[config.mk]
export PLATFORM = sky130hd
export DESIGN_NAME = sbbu_core
export DESIGN_NICKNAME = d
export VERILOG_FILES = /design/src/include/sbbu_pkg.sv /design/src/sbbu_core.sv /design/src/sbbu_cond_eval.sv
export SDC_FILE = /design/constraint.sdc
export NUM_CORES = 1
export LEC_CHECK = 0
export BUFFER_PORTS_ARGS = -buffer_cell sky130_fd_sc_hd__buf_2
export CORE_UTILIZATION = 55
export DETAILED_ROUTE_END_ITERATION = 10
export PLACE_DENSITY = 0.9
export SETUP_SLACK_MARGIN = 0.15
export SYNTH_ARGS = -nofsm -noshare
export SYNTH_HDL_FRONTEND = slang
export SYNTH_HIERARCHICAL = 1
export SYNTH_SLANG_ARGS = --single-unit
[constraint.sdc]
create_clock -name clock -period 11.7 [get_ports clock]
set_input_delay 2.34 -clock clock [delete_from_list [all_inputs] [get_ports clock]]
set_output_delay 2.34 -clock clock [all_outputs]
set_load 0.02 [all_outputs]
[src/include/sbbu_pkg.sv]
// Shared constants and types of the shift, bit and branch execution unit.
package sbbu_pkg;

	// ----------------------------------------------------------------
	// Widths and reset values
	// ----------------------------------------------------------------
	localparam int DATA_W = 32;
	localparam int BYTE_MSB = 7;
	localparam int WORD_MSB = 15;
	localparam int LONG_MSB = 31;
	localparam logic [31:0] PC_RESET = 32'h0000_0000;
	localparam logic [31:0] SP_RESET = 32'h0000_fff0;
	// Each stacked return address takes one longword.
	localparam logic [31:0] STACK_STEP = 32'h0000_0004;
	// Shifts and rotations move the operand by one or by two places.
	localparam logic [1:0] SHIFT_ONE = 2'h1;
	localparam logic [1:0] SHIFT_TWO = 2'h2;

	// ----------------------------------------------------------------
	// Operand size
	// ----------------------------------------------------------------
	typedef enum logic [1:0] {
		SBBU_SZ_BYTE = 2'h0,
		SBBU_SZ_WORD = 2'h1,
		SBBU_SZ_LONG = 2'h2
	} sbbu_size_t;

	// ----------------------------------------------------------------
	// Operations carried out by the unit
	// ----------------------------------------------------------------
	typedef enum logic [4:0] {
		SBBU_ARITH_SHIFT_LEFT = 5'h00,
		SBBU_ARITH_SHIFT_RIGHT = 5'h01,
		SBBU_LOGIC_SHIFT_LEFT = 5'h02,
		SBBU_LOGIC_SHIFT_RIGHT = 5'h03,
		SBBU_ROTATE_LEFT = 5'h04,
		SBBU_ROTATE_RIGHT = 5'h05,
		SBBU_ROTATE_CARRY_LEFT = 5'h06,
		SBBU_ROTATE_CARRY_RIGHT = 5'h07,
		SBBU_BIT_SET_OP = 5'h08,
		SBBU_BIT_CLEAR_OP = 5'h09,
		SBBU_BIT_INVERT_OP = 5'h0a,
		SBBU_BIT_TEST_OP = 5'h0b,
		SBBU_CARRY_AND_BIT = 5'h0c,
		SBBU_CARRY_AND_NOTBIT = 5'h0d,
		SBBU_CARRY_OR_BIT = 5'h0e,
		SBBU_CARRY_OR_NOTBIT = 5'h0f,
		SBBU_CARRY_XOR_BIT = 5'h10,
		SBBU_CARRY_XOR_NOTBIT = 5'h11,
		SBBU_LOAD_BIT_TO_CARRY = 5'h12,
		SBBU_LOAD_NOTBIT_TO_CARRY = 5'h13,
		SBBU_STORE_CARRY_TO_BIT = 5'h14,
		SBBU_STORE_NOTCARRY_TO_BIT = 5'h15,
		SBBU_BRANCH_COND = 5'h16,
		SBBU_JUMP_OP = 5'h17,
		SBBU_BRANCH_SUBROUTINE = 5'h18,
		SBBU_JUMP_SUBROUTINE = 5'h19,
		SBBU_RETURN_SUBROUTINE = 5'h1a
	} sbbu_op_t;

	// ----------------------------------------------------------------
	// Branch conditions
	// ----------------------------------------------------------------
	typedef enum logic [3:0] {
		SBBU_CC_ALWAYS = 4'h0,
		SBBU_CC_NEVER = 4'h1,
		SBBU_CC_HIGH = 4'h2,
		SBBU_CC_LOW_SAME = 4'h3,
		SBBU_CC_CARRY_CLEAR = 4'h4,
		SBBU_CC_CARRY_SET = 4'h5,
		SBBU_CC_NOT_EQUAL = 4'h6,
		SBBU_CC_EQUAL = 4'h7,
		SBBU_CC_OVF_CLEAR = 4'h8,
		SBBU_CC_OVF_SET = 4'h9,
		SBBU_CC_PLUS = 4'ha,
		SBBU_CC_MINUS = 4'hb,
		SBBU_CC_GREATER_EQ = 4'hc,
		SBBU_CC_LESS = 4'hd,
		SBBU_CC_GREATER = 4'he,
		SBBU_CC_LESS_EQ = 4'hf
	} sbbu_cond_t;

endpackage

[src/sbbu_core.sv]
// Execution core for shift, bit manipulation and branch instructions.
// What this block does
// (RULE_01) Arithmetic shift left or right of byte, word or longword by one or two.
// (RULE_02) Logical shift left or right of byte, word or longword by one or two.
// (RULE_03) Rotate left or right by one or two, carry not in the loop.
// (RULE_04) Rotate left or right by one or two, carry as an extra bit.
// (RULE_05) Set a chosen bit of a byte; index from immediate or register bits 2:0.
// (RULE_06) Clear a chosen bit of a byte by immediate or register index.
// (RULE_07) Invert a chosen bit of a byte, other seven bits unchanged.
// (RULE_08) Test a chosen bit: zero flag gets its complement, operand kept.
// (RULE_09) Carry becomes carry AND the bit, or AND its complement.
// (RULE_10) Carry becomes carry OR the bit, or OR its complement.
// (RULE_11) Carry becomes carry XOR the bit, or XOR its complement.
// (RULE_12) Inverted bit forms take only the immediate index, never a register.
// (RULE_13) Carry gets the chosen bit, or its complement.
// (RULE_14) Chosen bit gets the carry, or its complement.
// (RULE_15) Conditional branch taken only when its simple condition holds.
// (RULE_16) Compound conditions: high, greater-or-equal, greater-than and complements.
// (RULE_17) Unconditional jump to the target with no flag test.
// (RULE_18) Subroutine call in relative-branch form and in jump form.
// (RULE_19) Return resumes at the instruction after the latest call.
// (RULE_20) A call stacks the return address; return reloads the counter from it.
// (RULE_21) Shifts load carry with the last bit out and set zero and negative.
`timescale 1ns/1ps

module sbbu_core (
	input wire logic clock,
	input wire logic reset,
	input wire logic op_valid,
	input wire sbbu_pkg::sbbu_op_t op_code,
	input wire sbbu_pkg::sbbu_size_t op_size,
	input wire logic [1:0] shift_count,
	input wire logic [31:0] operand_in,
	input wire logic bit_imm_sel,
	input wire logic [2:0] bit_imm,
	input wire logic [7:0] bit_reg,
	input wire sbbu_pkg::sbbu_cond_t branch_cond,
	input wire logic [15:0] branch_disp,
	input wire logic [31:0] jump_target,
	input wire logic [31:0] next_pc,
	input wire logic [31:0] stack_top,
	input wire logic flag_c_in,
	input wire logic flag_z_in,
	input wire logic flag_v_in,
	input wire logic flag_n_in,
	output logic done_q,
	output logic illegal_q,
	output logic [31:0] result_q,
	output logic result_we_q,
	output logic flag_c_q,
	output logic flag_z_q,
	output logic flag_v_q,
	output logic flag_n_q,
	output logic flag_c_we_q,
	output logic flag_z_we_q,
	output logic flag_v_we_q,
	output logic flag_n_we_q,
	output logic [31:0] pc_q,
	output logic pc_load_q,
	output logic [31:0] stack_ptr_q,
	output logic [31:0] stack_data_q,
	output logic stack_push_q,
	output logic stack_pop_q
);

	// ----------------------------------------------------------------
	// State of the unit
	// ----------------------------------------------------------------
	typedef struct packed {
		logic done;
		logic illegal;
		logic [31:0] result;
		logic result_we;
		logic fc;
		logic fz;
		logic fv;
		logic fn;
		logic fc_we;
		logic fz_we;
		logic fv_we;
		logic fn_we;
		logic [31:0] pc;
		logic pc_load;
		logic [31:0] sp;
		logic [31:0] stack_data;
		logic push;
		logic pop;
	} sbbu_state_t;

	sbbu_state_t s_q;
	sbbu_state_t s_d;

	// ----------------------------------------------------------------
	// Operand views shared by the datapath and its checks
	// ----------------------------------------------------------------
	logic [2:0] bit_idx;
	logic sel_bit;
	logic [7:0] bit_mask;
	logic inverted_form;
	logic cond_taken;
	logic [31:0] rel_target;
	logic [7:0] rotate_left_byte_chk;

	// The register index uses only its low three bits.
	assign bit_idx = bit_imm_sel ? bit_imm : bit_reg[2:0]; // [RULE_05]
	assign sel_bit = operand_in[bit_idx];
	assign bit_mask = 8'h01 << bit_idx;
	assign rel_target = next_pc + {{16{branch_disp[15]}}, branch_disp};
	assign rotate_left_byte_chk = {operand_in[6:0], operand_in[7]};

	// These forms carry no register index in their encoding.
	always_comb begin
		unique case (op_code)
			sbbu_pkg::SBBU_CARRY_AND_NOTBIT,
			sbbu_pkg::SBBU_CARRY_OR_NOTBIT,
			sbbu_pkg::SBBU_CARRY_XOR_NOTBIT,
			sbbu_pkg::SBBU_LOAD_NOTBIT_TO_CARRY,
			sbbu_pkg::SBBU_STORE_NOTCARRY_TO_BIT: inverted_form = 1'b1;
			default: inverted_form = 1'b0;
		endcase
	end

	// Flags of the condition code register as they stand now.
	sbbu_cond_eval u_cond (
		.cond(branch_cond),
		.flag_c(flag_c_in),
		.flag_z(flag_z_in),
		.flag_v(flag_v_in),
		.flag_n(flag_n_in),
		.taken(cond_taken)
	);

	// ----------------------------------------------------------------
	// Next state
	// ----------------------------------------------------------------
	// One instruction per cycle; strobes stand for one cycle as pulses, result values hold.
	always_comb begin
		logic [31:0] sv;
		logic [31:0] keep_mask;
		logic sc;
		logic msb_bit;
		int msb;
		sv = operand_in;
		keep_mask = 32'h0000_0000;
		sc = flag_c_in;
		msb_bit = 1'b0;
		msb = sbbu_pkg::LONG_MSB;
		s_d = s_q;
		s_d.done = op_valid;
		s_d.illegal = 1'b0;
		s_d.result_we = 1'b0;
		s_d.fc_we = 1'b0;
		s_d.fz_we = 1'b0;
		s_d.fv_we = 1'b0;
		s_d.fn_we = 1'b0;
		s_d.pc_load = 1'b0;
		s_d.push = 1'b0;
		s_d.pop = 1'b0;
		unique case (op_size)
			sbbu_pkg::SBBU_SZ_BYTE: msb = sbbu_pkg::BYTE_MSB;
			sbbu_pkg::SBBU_SZ_WORD: msb = sbbu_pkg::WORD_MSB;
			default: msb = sbbu_pkg::LONG_MSB;
		endcase
		// Bits above the operand size are held, as the register keeps them.
		keep_mask = ~((32'h0000_0002 << msb) - 32'h0000_0001);
		if (op_valid) begin
			unique case (op_code)
				sbbu_pkg::SBBU_ARITH_SHIFT_LEFT, sbbu_pkg::SBBU_ARITH_SHIFT_RIGHT,
				sbbu_pkg::SBBU_LOGIC_SHIFT_LEFT, sbbu_pkg::SBBU_LOGIC_SHIFT_RIGHT,
				sbbu_pkg::SBBU_ROTATE_LEFT, sbbu_pkg::SBBU_ROTATE_RIGHT,
				sbbu_pkg::SBBU_ROTATE_CARRY_LEFT, sbbu_pkg::SBBU_ROTATE_CARRY_RIGHT: begin
					// A count of two runs the one-place step twice.
					for (int k = 0; k < 2; k++) begin
						if ((k == 0) || (shift_count == sbbu_pkg::SHIFT_TWO)) begin
							msb_bit = sv[msb];
							if (!op_code[0]) begin
								sv = sv << 1; // [RULE_01] [RULE_02] [RULE_03] [RULE_04]
								if (op_code == sbbu_pkg::SBBU_ROTATE_LEFT) begin
									sv[0] = msb_bit; // [RULE_03]
								end else if (op_code == sbbu_pkg::SBBU_ROTATE_CARRY_LEFT) begin
									sv[0] = sc; // [RULE_04]
								end
								sc = msb_bit; // [RULE_21]
							end else begin
								sc = sv[0]; // [RULE_21]
								sv = sv >> 1;
								unique case (op_code)
									sbbu_pkg::SBBU_ARITH_SHIFT_RIGHT: sv[msb] = msb_bit; // [RULE_01]
									sbbu_pkg::SBBU_LOGIC_SHIFT_RIGHT: sv[msb] = 1'b0; // [RULE_02]
									sbbu_pkg::SBBU_ROTATE_RIGHT: sv[msb] = sv[msb]; // [RULE_03]
									default: sv[msb] = sv[msb];
								endcase
								if (op_code == sbbu_pkg::SBBU_ROTATE_RIGHT) begin
									sv[msb] = operand_in[0] & (shift_count != sbbu_pkg::SHIFT_TWO)
										| ((k == 1) ? operand_in[1] : operand_in[0]); // [RULE_03]
								end else if (op_code == sbbu_pkg::SBBU_ROTATE_CARRY_RIGHT) begin
									sv[msb] = (k == 0) ? flag_c_in : operand_in[0]; // [RULE_04]
								end
							end
							sv = (sv & ~keep_mask) | (operand_in & keep_mask);
						end
					end
					s_d.result = sv; // [RULE_01] [RULE_02]
					s_d.result_we = 1'b1;
					s_d.fc = sc; // [RULE_21]
					s_d.fz = ((sv & ~keep_mask) == 32'h0000_0000); // [RULE_21]
					s_d.fn = sv[msb]; // [RULE_21]
					s_d.fv = 1'b0;
					s_d.fc_we = 1'b1;
					s_d.fz_we = 1'b1;
					s_d.fn_we = 1'b1;
					s_d.fv_we = 1'b1;
				end
				sbbu_pkg::SBBU_BIT_SET_OP: begin
					s_d.result = {operand_in[31:8], operand_in[7:0] | bit_mask}; // [RULE_05]
					s_d.result_we = 1'b1;
				end
				sbbu_pkg::SBBU_BIT_CLEAR_OP: begin
					s_d.result = {operand_in[31:8], operand_in[7:0] & ~bit_mask}; // [RULE_06]
					s_d.result_we = 1'b1;
				end
				sbbu_pkg::SBBU_BIT_INVERT_OP: begin
					s_d.result = {operand_in[31:8], operand_in[7:0] ^ bit_mask}; // [RULE_07]
					s_d.result_we = 1'b1;
				end
				sbbu_pkg::SBBU_BIT_TEST_OP: begin
					s_d.fz = ~sel_bit; // [RULE_08]
					s_d.fz_we = 1'b1;
				end
				sbbu_pkg::SBBU_CARRY_AND_BIT, sbbu_pkg::SBBU_CARRY_AND_NOTBIT,
				sbbu_pkg::SBBU_CARRY_OR_BIT, sbbu_pkg::SBBU_CARRY_OR_NOTBIT,
				sbbu_pkg::SBBU_CARRY_XOR_BIT, sbbu_pkg::SBBU_CARRY_XOR_NOTBIT,
				sbbu_pkg::SBBU_LOAD_BIT_TO_CARRY, sbbu_pkg::SBBU_LOAD_NOTBIT_TO_CARRY,
				sbbu_pkg::SBBU_STORE_CARRY_TO_BIT, sbbu_pkg::SBBU_STORE_NOTCARRY_TO_BIT: begin
					if (inverted_form && !bit_imm_sel) begin
						// A register index here is refused and nothing changes.
						s_d.illegal = 1'b1; // [RULE_12]
					end else begin
						unique case (op_code)
							sbbu_pkg::SBBU_CARRY_AND_BIT: s_d.fc = flag_c_in & sel_bit; // [RULE_09]
							sbbu_pkg::SBBU_CARRY_AND_NOTBIT: s_d.fc = flag_c_in & ~sel_bit; // [RULE_09]
							sbbu_pkg::SBBU_CARRY_OR_BIT: s_d.fc = flag_c_in | sel_bit; // [RULE_10]
							sbbu_pkg::SBBU_CARRY_OR_NOTBIT: s_d.fc = flag_c_in | ~sel_bit; // [RULE_10]
							sbbu_pkg::SBBU_CARRY_XOR_BIT: s_d.fc = flag_c_in ^ sel_bit; // [RULE_11]
							sbbu_pkg::SBBU_CARRY_XOR_NOTBIT: s_d.fc = flag_c_in ^ ~sel_bit; // [RULE_11]
							sbbu_pkg::SBBU_LOAD_BIT_TO_CARRY: s_d.fc = sel_bit; // [RULE_13]
							sbbu_pkg::SBBU_LOAD_NOTBIT_TO_CARRY: s_d.fc = ~sel_bit; // [RULE_13]
							default: s_d.fc = flag_c_in;
						endcase
						if (op_code == sbbu_pkg::SBBU_STORE_CARRY_TO_BIT) begin
							s_d.result = {operand_in[31:8],
								flag_c_in ? (operand_in[7:0] | bit_mask)
								: (operand_in[7:0] & ~bit_mask)}; // [RULE_14]
							s_d.result_we = 1'b1;
						end else if (op_code == sbbu_pkg::SBBU_STORE_NOTCARRY_TO_BIT) begin
							s_d.result = {operand_in[31:8],
								flag_c_in ? (operand_in[7:0] & ~bit_mask)
								: (operand_in[7:0] | bit_mask)}; // [RULE_14]
							s_d.result_we = 1'b1;
						end else begin
							s_d.fc_we = 1'b1;
						end
					end
				end
				sbbu_pkg::SBBU_BRANCH_COND: begin
					s_d.pc = rel_target;
					s_d.pc_load = cond_taken; // [RULE_15] [RULE_16]
				end
				sbbu_pkg::SBBU_JUMP_OP: begin
					s_d.pc = jump_target; // [RULE_17]
					s_d.pc_load = 1'b1;
				end
				sbbu_pkg::SBBU_BRANCH_SUBROUTINE, sbbu_pkg::SBBU_JUMP_SUBROUTINE: begin
					// The stack grows downward; the pointer names the last pushed word.
					s_d.pc = (op_code == sbbu_pkg::SBBU_BRANCH_SUBROUTINE)
						? rel_target : jump_target; // [RULE_18]
					s_d.pc_load = 1'b1;
					s_d.sp = s_q.sp - sbbu_pkg::STACK_STEP; // [RULE_20]
					s_d.stack_data = next_pc; // [RULE_20]
					s_d.push = 1'b1;
				end
				sbbu_pkg::SBBU_RETURN_SUBROUTINE: begin
					s_d.pc = stack_top; // [RULE_19] [RULE_20]
					s_d.pc_load = 1'b1;
					s_d.sp = s_q.sp + sbbu_pkg::STACK_STEP; // [RULE_20]
					s_d.pop = 1'b1;
				end
				default: s_d.illegal = 1'b1;
			endcase
		end
	end

	// ----------------------------------------------------------------
	// State register
	// ----------------------------------------------------------------
	// Synchronous reset; the stack pointer starts at its top.
	always_ff @(posedge clock) begin
		if (reset) begin
			s_q <= '0;
			s_q.pc <= sbbu_pkg::PC_RESET;
			s_q.sp <= sbbu_pkg::SP_RESET;
		end else begin
			s_q <= s_d;
		end
	end

	// Every output is a field of the state register.
	assign done_q = s_q.done;
	assign illegal_q = s_q.illegal;
	assign result_q = s_q.result;
	assign result_we_q = s_q.result_we;
	assign flag_c_q = s_q.fc;
	assign flag_z_q = s_q.fz;
	assign flag_v_q = s_q.fv;
	assign flag_n_q = s_q.fn;
	assign flag_c_we_q = s_q.fc_we;
	assign flag_z_we_q = s_q.fz_we;
	assign flag_v_we_q = s_q.fv_we;
	assign flag_n_we_q = s_q.fn_we;
	assign pc_q = s_q.pc;
	assign pc_load_q = s_q.pc_load;
	assign stack_ptr_q = s_q.sp;
	assign stack_data_q = s_q.stack_data;
	assign stack_push_q = s_q.push;
	assign stack_pop_q = s_q.pop;

	// ----------------------------------------------------------------
	// Checks
	// ----------------------------------------------------------------
	property p_rotate_left_byte;
		@(posedge clock) disable iff (reset)
		op_valid && op_code == sbbu_pkg::SBBU_ROTATE_LEFT && op_size == sbbu_pkg::SBBU_SZ_BYTE
			&& shift_count == sbbu_pkg::SHIFT_ONE
		|=> result_we_q && result_q[7:0] == $past(rotate_left_byte_chk) && flag_c_q == result_q[0];
	endproperty
	a_rotate_left_byte: assert property (p_rotate_left_byte) else $error("byte rotate left wrong"); // [RULE_03]

	property p_bit_set;
		@(posedge clock) disable iff (reset)
		op_valid && op_code == sbbu_pkg::SBBU_BIT_SET_OP
		|=> result_we_q && result_q[7:0] == ($past(operand_in[7:0]) | $past(bit_mask));
	endproperty
	a_bit_set: assert property (p_bit_set) else $error("bit set result wrong"); // [RULE_05]

	property p_bit_test;
		@(posedge clock) disable iff (reset)
		op_valid && op_code == sbbu_pkg::SBBU_BIT_TEST_OP
		|=> flag_z_we_q && flag_z_q == !$past(sel_bit) && !result_we_q && !flag_c_we_q;
	endproperty
	a_bit_test: assert property (p_bit_test) else $error("bit test flag wrong"); // [RULE_08]

	property p_refuse_reg_index;
		@(posedge clock) disable iff (reset)
		op_valid && inverted_form && !bit_imm_sel
		|=> illegal_q && !result_we_q && !flag_c_we_q && !pc_load_q;
	endproperty
	a_refuse_reg_index: assert property (p_refuse_reg_index) // [RULE_12]
		else $error("register index taken");

	property p_load_carry;
		@(posedge clock) disable iff (reset)
		op_valid && op_code == sbbu_pkg::SBBU_LOAD_NOTBIT_TO_CARRY && bit_imm_sel
		|=> flag_c_we_q && flag_c_q != $past(sel_bit);
	endproperty
	a_load_carry: assert property (p_load_carry) else $error("carry load wrong"); // [RULE_13]

	property p_branch_never;
		@(posedge clock) disable iff (reset)
		op_valid && op_code == sbbu_pkg::SBBU_BRANCH_COND && branch_cond == sbbu_pkg::SBBU_CC_NEVER
		|=> !pc_load_q ##1 1'b1;
	endproperty
	a_branch_never: assert property (p_branch_never) else $error("never branch taken"); // [RULE_15]

	property p_branch_high;
		@(posedge clock) disable iff (reset)
		op_valid && op_code == sbbu_pkg::SBBU_BRANCH_COND && branch_cond == sbbu_pkg::SBBU_CC_HIGH
		|=> pc_load_q == !($past(flag_c_in) || $past(flag_z_in));
	endproperty
	a_branch_high: assert property (p_branch_high) else $error("high condition wrong"); // [RULE_16]

	property p_jump;
		@(posedge clock) disable iff (reset)
		op_valid && op_code == sbbu_pkg::SBBU_JUMP_OP
		|=> pc_load_q && pc_q == $past(jump_target) && !stack_push_q;
	endproperty
	a_jump: assert property (p_jump) else $error("jump target wrong"); // [RULE_17]

	property p_call_push;
		@(posedge clock) disable iff (reset)
		op_valid && op_code == sbbu_pkg::SBBU_JUMP_SUBROUTINE
		|=> stack_push_q && stack_data_q == $past(next_pc)
			&& stack_ptr_q == $past(stack_ptr_q) - sbbu_pkg::STACK_STEP;
	endproperty
	a_call_push: assert property (p_call_push) else $error("call did not stack return"); // [RULE_20]

	property p_return;
		@(posedge clock) disable iff (reset)
		op_valid && op_code == sbbu_pkg::SBBU_RETURN_SUBROUTINE
		|=> pc_load_q && stack_pop_q && pc_q == $past(stack_top);
	endproperty
	a_return: assert property (p_return) else $error("return address wrong"); // [RULE_19]

endmodule // sbbu_core

[src/sbbu_cond_eval.sv]
// Branch condition evaluator for the shift, bit and branch execution unit.
`timescale 1ns/1ps

module sbbu_cond_eval (
	input wire sbbu_pkg::sbbu_cond_t cond,
	input wire logic flag_c,
	input wire logic flag_z,
	input wire logic flag_v,
	input wire logic flag_n,
	output logic taken
);

	// ----------------------------------------------------------------
	// Condition decode
	// ----------------------------------------------------------------
	logic low_same;
	logic sign_diff;
	logic less_eq;

	// The compound terms feed a true form and its complement.
	assign low_same = flag_c | flag_z; // [RULE_16]
	assign sign_diff = flag_n ^ flag_v; // [RULE_16]
	assign less_eq = flag_z | sign_diff; // [RULE_16]

	// Each pair of codes differs only in the sense of its flag test.
	always_comb begin
		unique case (cond)
			sbbu_pkg::SBBU_CC_ALWAYS: taken = 1'b1; // [RULE_15]
			sbbu_pkg::SBBU_CC_NEVER: taken = 1'b0; // [RULE_15]
			sbbu_pkg::SBBU_CC_HIGH: taken = ~low_same; // [RULE_16]
			sbbu_pkg::SBBU_CC_LOW_SAME: taken = low_same; // [RULE_16]
			sbbu_pkg::SBBU_CC_CARRY_CLEAR: taken = ~flag_c; // [RULE_15]
			sbbu_pkg::SBBU_CC_CARRY_SET: taken = flag_c; // [RULE_15]
			sbbu_pkg::SBBU_CC_NOT_EQUAL: taken = ~flag_z; // [RULE_15]
			sbbu_pkg::SBBU_CC_EQUAL: taken = flag_z; // [RULE_15]
			sbbu_pkg::SBBU_CC_OVF_CLEAR: taken = ~flag_v; // [RULE_15]
			sbbu_pkg::SBBU_CC_OVF_SET: taken = flag_v; // [RULE_15]
			sbbu_pkg::SBBU_CC_PLUS: taken = ~flag_n; // [RULE_15]
			sbbu_pkg::SBBU_CC_MINUS: taken = flag_n; // [RULE_15]
			sbbu_pkg::SBBU_CC_GREATER_EQ: taken = ~sign_diff; // [RULE_16]
			sbbu_pkg::SBBU_CC_LESS: taken = sign_diff; // [RULE_16]
			sbbu_pkg::SBBU_CC_GREATER: taken = ~less_eq; // [RULE_16]
			sbbu_pkg::SBBU_CC_LESS_EQ: taken = less_eq; // [RULE_16]
		endcase
	end

endmodule // sbbu_cond_eval

---- Word-level counts from Yosys, hierarchy flattened ----
Cells that the tools add are included.
word-level totals
  bits in registers ....................... 141
  input port bits ......................... 176
operators by class
  equal/unequal tests ..................... 46
  add/subtract/negate cells ............... 4
  muxes and demuxes ....................... 85
  shift operators ......................... 2
  order comparisons ....................... 3
  reductions and logical operators ........ 26
  bitwise gates (word level) .............. 36
operator list
  cell                                                  count
  two-way mux 32 bit                                    24
  bitwise mux 32 bit                                    8
  case mux 32 bit (2 select lines)                      3
  case mux 33 bit (5 select lines)                      1
  case mux 33 bit (4 select lines)                      1
  bitwise AND 32 bit                                    4
  inverter 32 bit                                       3
  two-way mux 33 bit                                    2
  bitwise AND 31 x 32 -> 32 bit                         2
  bitwise OR 32 bit                                     2
  equality test 5 bit, second input constant            11
  equality test 5 x 4 -> 1 bit, second input constant   8
  two-way mux 34 bit                                    1
  adder 32 x 3 -> 32 bit, second input constant         1
  adder 32 bit                                          1
  equality test 4 bit, second input constant            8
  >= comparator 32 x 1 -> 1 bit, second input constant  1
  logical NOT 32 bit                                    1
  < comparator 32 x 7 -> 1 bit, second input constant   1
  left shift 2 x 32 -> 32 bit, first input constant     1
  subtractor 32 x 1 -> 32 bit, second input constant    1
  subtractor 32 x 3 -> 32 bit, second input constant    1
  two-way mux 1 bit                                     27
  binary-select mux 1 bit (select 5 bit)                5
  46 further kinds                                      84

---- Logic depth before layout (Yosys ltp) ----
  word-level depth ........................ 46
  gate-level depth with buffers ........... 18
  gate-level depth less buffers ........... 14

---- Hierarchy ----
The synthesis kept the hierarchy.
modules (own cells, without submodules)
  module          times used  cells an instance  area each (um2)
  sbbu_core       1           1425               11041.8
  sbbu_cond_eval  1           10                 78.8

---- Worst setup path before layout ----
OpenSTA, ideal clock, no wires.
  path type ............................... input-to-reg
  start point ............................. in op_code[1]
  end point ............................... reg s_q (netlist bit stack_ptr_q[30])
  library setup time ...................... 70 ps
  path buffers ............................ 5
  arrival time ............................ 6283 ps
  required time ........................... 11630 ps
  cell stages on the path ................. 17
  setup slack ............................. 5346 ps
  path through ............................ clkbuf_1 > clkbuf_1 > and3_1 > clkbuf_1 > buf_1 > inv_1 > ha_1 > buf_2 > nand4_1 > nor2_1 > nand4_1 > o21bai_1 > a41o_1 > a32oi_2 > a21oi_1 > or4_1 > a21oi_1
between the ends
  cells in the longest elaborated chain, start to end .. 4
RTL lines
  item                                  line              source
  start: declaration                    sbbu_core.sv:30   input wire sbbu_pkg::sbbu_op_t op_code,
  equality test 5 bit                   sbbu_core.sv:167  unique case (op_code)
  OR reduction 2 bit                    -
  nonzero test 2 bit (no source line)   -
  AND reduction 2 bit (no source line)  -
  end: declaration                      sbbu_core.sv:90   sbbu_state_t s_q;
Parallel ways exist; a longest one is shown, timed or not.
A chain may end at the register's enable or synchronous reset.

---- Worst setup path in the final report ----
  start point ............................. in op_code[0]
  end point ............................... reg s_q (netlist bit stack_ptr_q[30])
The elaborated chain is that of the path after synthesis.

==> impl_results.md <==
- Inserted Clock Buffers: 17
- TritonCTS clock tree: built
- Critical-path maximum fanout: 45
- CP endpoint kind: flop
- CP arrival: 6.89 ns
- # rows: ~50
- Die H: between 100 and 150 µm
- Post-Syn Area per Cell: 7.75 µm²
- Clock Latency Late Sink: 0.43 ns
- # Post-CTS Setup Buffers: 0
- Vias in the first global route: between 10000 and 15000
- Post-DP HPWL: around 26000 µm
- # IOs: roughly 320
- Post-Route WL: ~37000 µm
- Port bufs: approximately 310
- Worst setup SP type: input pin
- Worst-path cell chain: buf_2, buf_4, nor2b_1, and3_1, buf_4, inv_1, buf_4, ha_1, nand4_1, nor2_1, nand4_1, o21bai_1, a41o_1, a32oi_2, a21oi_1, or4_1, a21oi_1
- DRT Pass-1 Iters: 6
- Total of max-cap violations: 0
- Die area: between 20000 and 25000 µm²
- Top FF cell, synth: dfxtp_1
- Wire length per cell: 18.7 µm
- CTS root buffer: clkbuf_16
- Fillers: around 1600
- Worst VDD drop: around 0.0001 V
- Type of the worst setup path: input pin to flop
- Initial DRC Count: roughly 1200
- Synth top area cells: dfxtp_1 25%, ha_1 8.4%, a21oi_1 7.7%
- ANT cells: 0
- Multi-input logic area: approximately 8000 µm²
- Gp weighted congestion: about 0.99
- Top cell type's share of synthesized area: 0.248
- Final cycle utilization of the critical path: 0.559
- Cell variety after synth: 88
- CP most frequent cell: buf_4
- Max-slew violation count: 0
- Critical Path RT: about 12 ns
- Initial core utilization: 0.566
- Area Growth Syn to Fin: 19.9%
- Post-synth top area cell: dfxtp_1
- CP peak stage delay: ~0.52 ns
- FF+latch area: between 2000 and 3000 µm²
- Worst Skew: between 0.007 and 0.008 ns
- Fin crit period: roughly 6.5 ns
- ANT nets after route: 0
- H-tree depth: 4
- Vias per cell: roughly 6.4
- Post-route DRC: 0
- Static Leak: between 5 and 6 nW
- Slew HR: 0.118
- Post-synth ARST share: 0
- Final hold violations: 0
- Place WS: between 4 and 5 ns
- Post-synthesis sequential area ratio: 0.248
- Largest net degree at the start of global routing: between 60 and 70
- GR Util All Layers: 0.342
- Post-Synthesis Cells: ~1400
- CTS sink count: approximately 140
- Fin Setup TNS: 0 ns
- Initial antenna violation count: 0
- Worst Max-Slew Pin Slew: between 1 and 1.5 ns
- Layout cell share with drive strength beyond 1: 0.248
- First-pass GRT wire length: 56400 µm
- Clk buf depth: 2
- Fin worst setup slack: ~5.2 ns
- Die Width: between 100 and 150 µm
- Via count: between 10000 and 15000
- Syn Std Cell Area: between 10000 and 15000 µm²
- Post-synth top cells: 183 x nand2_1, 170 x a21oi_1, 139 x nor2_1
- Clock slew at reported path FFs: 0.06 ns
- Hold-fix buffers, CTS: 0
- Most common cell in the synthesized netlist: nand2_1
- Seq cells post-synth: between 100 and 150
- Final Setup Violations: 0
- Highest-delay cell along the critical path: or4_1
- Core area: 19700 µm²
- HP Class: flop to flop
- RSZ-0062 raised after global routing: no
- # nets final: slightly below 2000
- Overflow after GRT: 0
- Outcome: finished clean
- Synth warn: 6
- Highest clock rate: approximately 150 MHz
- Post-synth EDFFs: 0
- Power Density: roughly 110 nW/µm²
- Post-CTS Resized: 0
-- metal layers --
layer	up-vias	wire length, µm	track usage
met5	-	0	0
met4	0	1110	0.135
met3	104	3560	0.0825
met2	726	17100	0.551
met1	5855	14900	0.439
li1	5822	-	-
-- per-stage QoR --
| stage | util | cell area (µm²) | std cells | power (mW) | hold WS (ns) |
|---|---|---|---|---|---|
| final | 0.678 | 13300 | 1955 | 1.48 | 0.452 |
| after global routing | 0.678 | 13300 | 1955 | 1.55 | 0.462 |
| after CTS | 0.678 | 13300 | 1955 | 1.48 | 0.451 |
| after detailed placement | 0.647 | 12700 | 1924 | 0.895 | 0.443 |
| after global placement | 0.647 | 12700 | 1924 | 0.882 | 0.439 |
| after floorplan | - | 11100 | 1437 | 0.777 | 0.534 |
-- registers in the layout (all words and copies together) (netlist names), 30 cells and up --
register,flops
stack_data_q,32
result_q,32
pc_q,32
stack_ptr_q,30
-- cell type report --
type                            instances  share of cell area
Clock buffer                           18              0.0322
Inverter                               42              0.0118
Sequential cell                       138               0.207
Tap cell                              265              0.0249
Multi-Input combinational cell       1156               0.585
Clock inverter                         13              0.0145
Timing Repair Buffer                  323               0.124
-- placed cells by master (no fill, tap or decap), types with 8 or more instances in the layout --
| cell | synthesis | routed |
|---|---|---|
| a211oi_1 | 42 | 42 |
| a21o_1 | 22 | 22 |
| a21oi_1 | 170 | 169 |
| a221oi_1 | 29 | 29 |
| a222oi_1 | 9 | 9 |
| a31oi_1 | 13 | 13 |
| buf_2 | 18 | 308 |
| buf_4 | 5 | 15 |
| clkbuf_16 | 0 | 17 |
| dfxtp_1 | 138 | 138 |
| ha_1 | 75 | 75 |
| inv_1 | 41 | 41 |
| mux2_2 | 10 | 10 |
| mux2i_1 | 42 | 42 |
| mux4_2 | 24 | 24 |
| nand2_1 | 183 | 183 |
| nand2b_1 | 13 | 13 |
| nand3_1 | 23 | 23 |
| nand4_1 | 18 | 18 |
| nor2_1 | 139 | 139 |
| nor2b_1 | 9 | 8 |
| nor3_1 | 20 | 19 |
| o211ai_1 | 19 | 19 |
| o21a_1 | 11 | 11 |
| o21ai_0 | 86 | 86 |
| o21bai_1 | 9 | 9 |
| xnor2_1 | 27 | 27 |
| xor2_1 | 16 | 16 |
-- worst max-delay path: cells and delay by family --
| kind | cells | cell delay, ns |
|---|---|---|
| simple gates | 6 | 1.53 |
| compound gates | 5 | 1.09 |
| fa+ha+maj | 1 | 0.44 |
| buf+inv | 5 | 1.46 |
-- worst paths after layout --
path,startpoint,endpoint,slack [ns],cells after the start
setup / recovery,op_code[0],stack_ptr_q[30]$_SDFFE_PP0P_,5.16,17
hold / removal,stack_data_q[13]$_SDFFE_PP0P_,stack_data_q[13]$_SDFFE_PP0P_,0.45,2
setup reg to reg,stack_ptr_q[2]$_SDFFE_PP0P_,stack_ptr_q[30]$_SDFFE_PP0P_,8.53,10
hold reg to reg,stack_data_q[13]$_SDFFE_PP0P_,stack_data_q[13]$_SDFFE_PP0P_,0.45,2
-- power by group --
| part | internal (mW) | switching [mW] |
|---|---|---|
| clock network | 0.358 | 0.227 |
| logic | 0.156 | 0.241 |
| registers | 0.489 | 0.0108 |
| total | 1.00 | 0.478 |
-- cells by family (layout without fill, tap and decap cells) --
family,count (synthesis),count (layout),share of synthesized area
simple gates,467,467,0.191
xor+xnor,43,43,0.0339
compound gates,489,489,0.287
mux,77,77,0.0979
fa+ha+maj,77,77,0.0880
buf+inv,143,396,0.0527
other cells,1,3,0.000337
flops,138,138,0.248
Power figures use the tool's default switching activity.
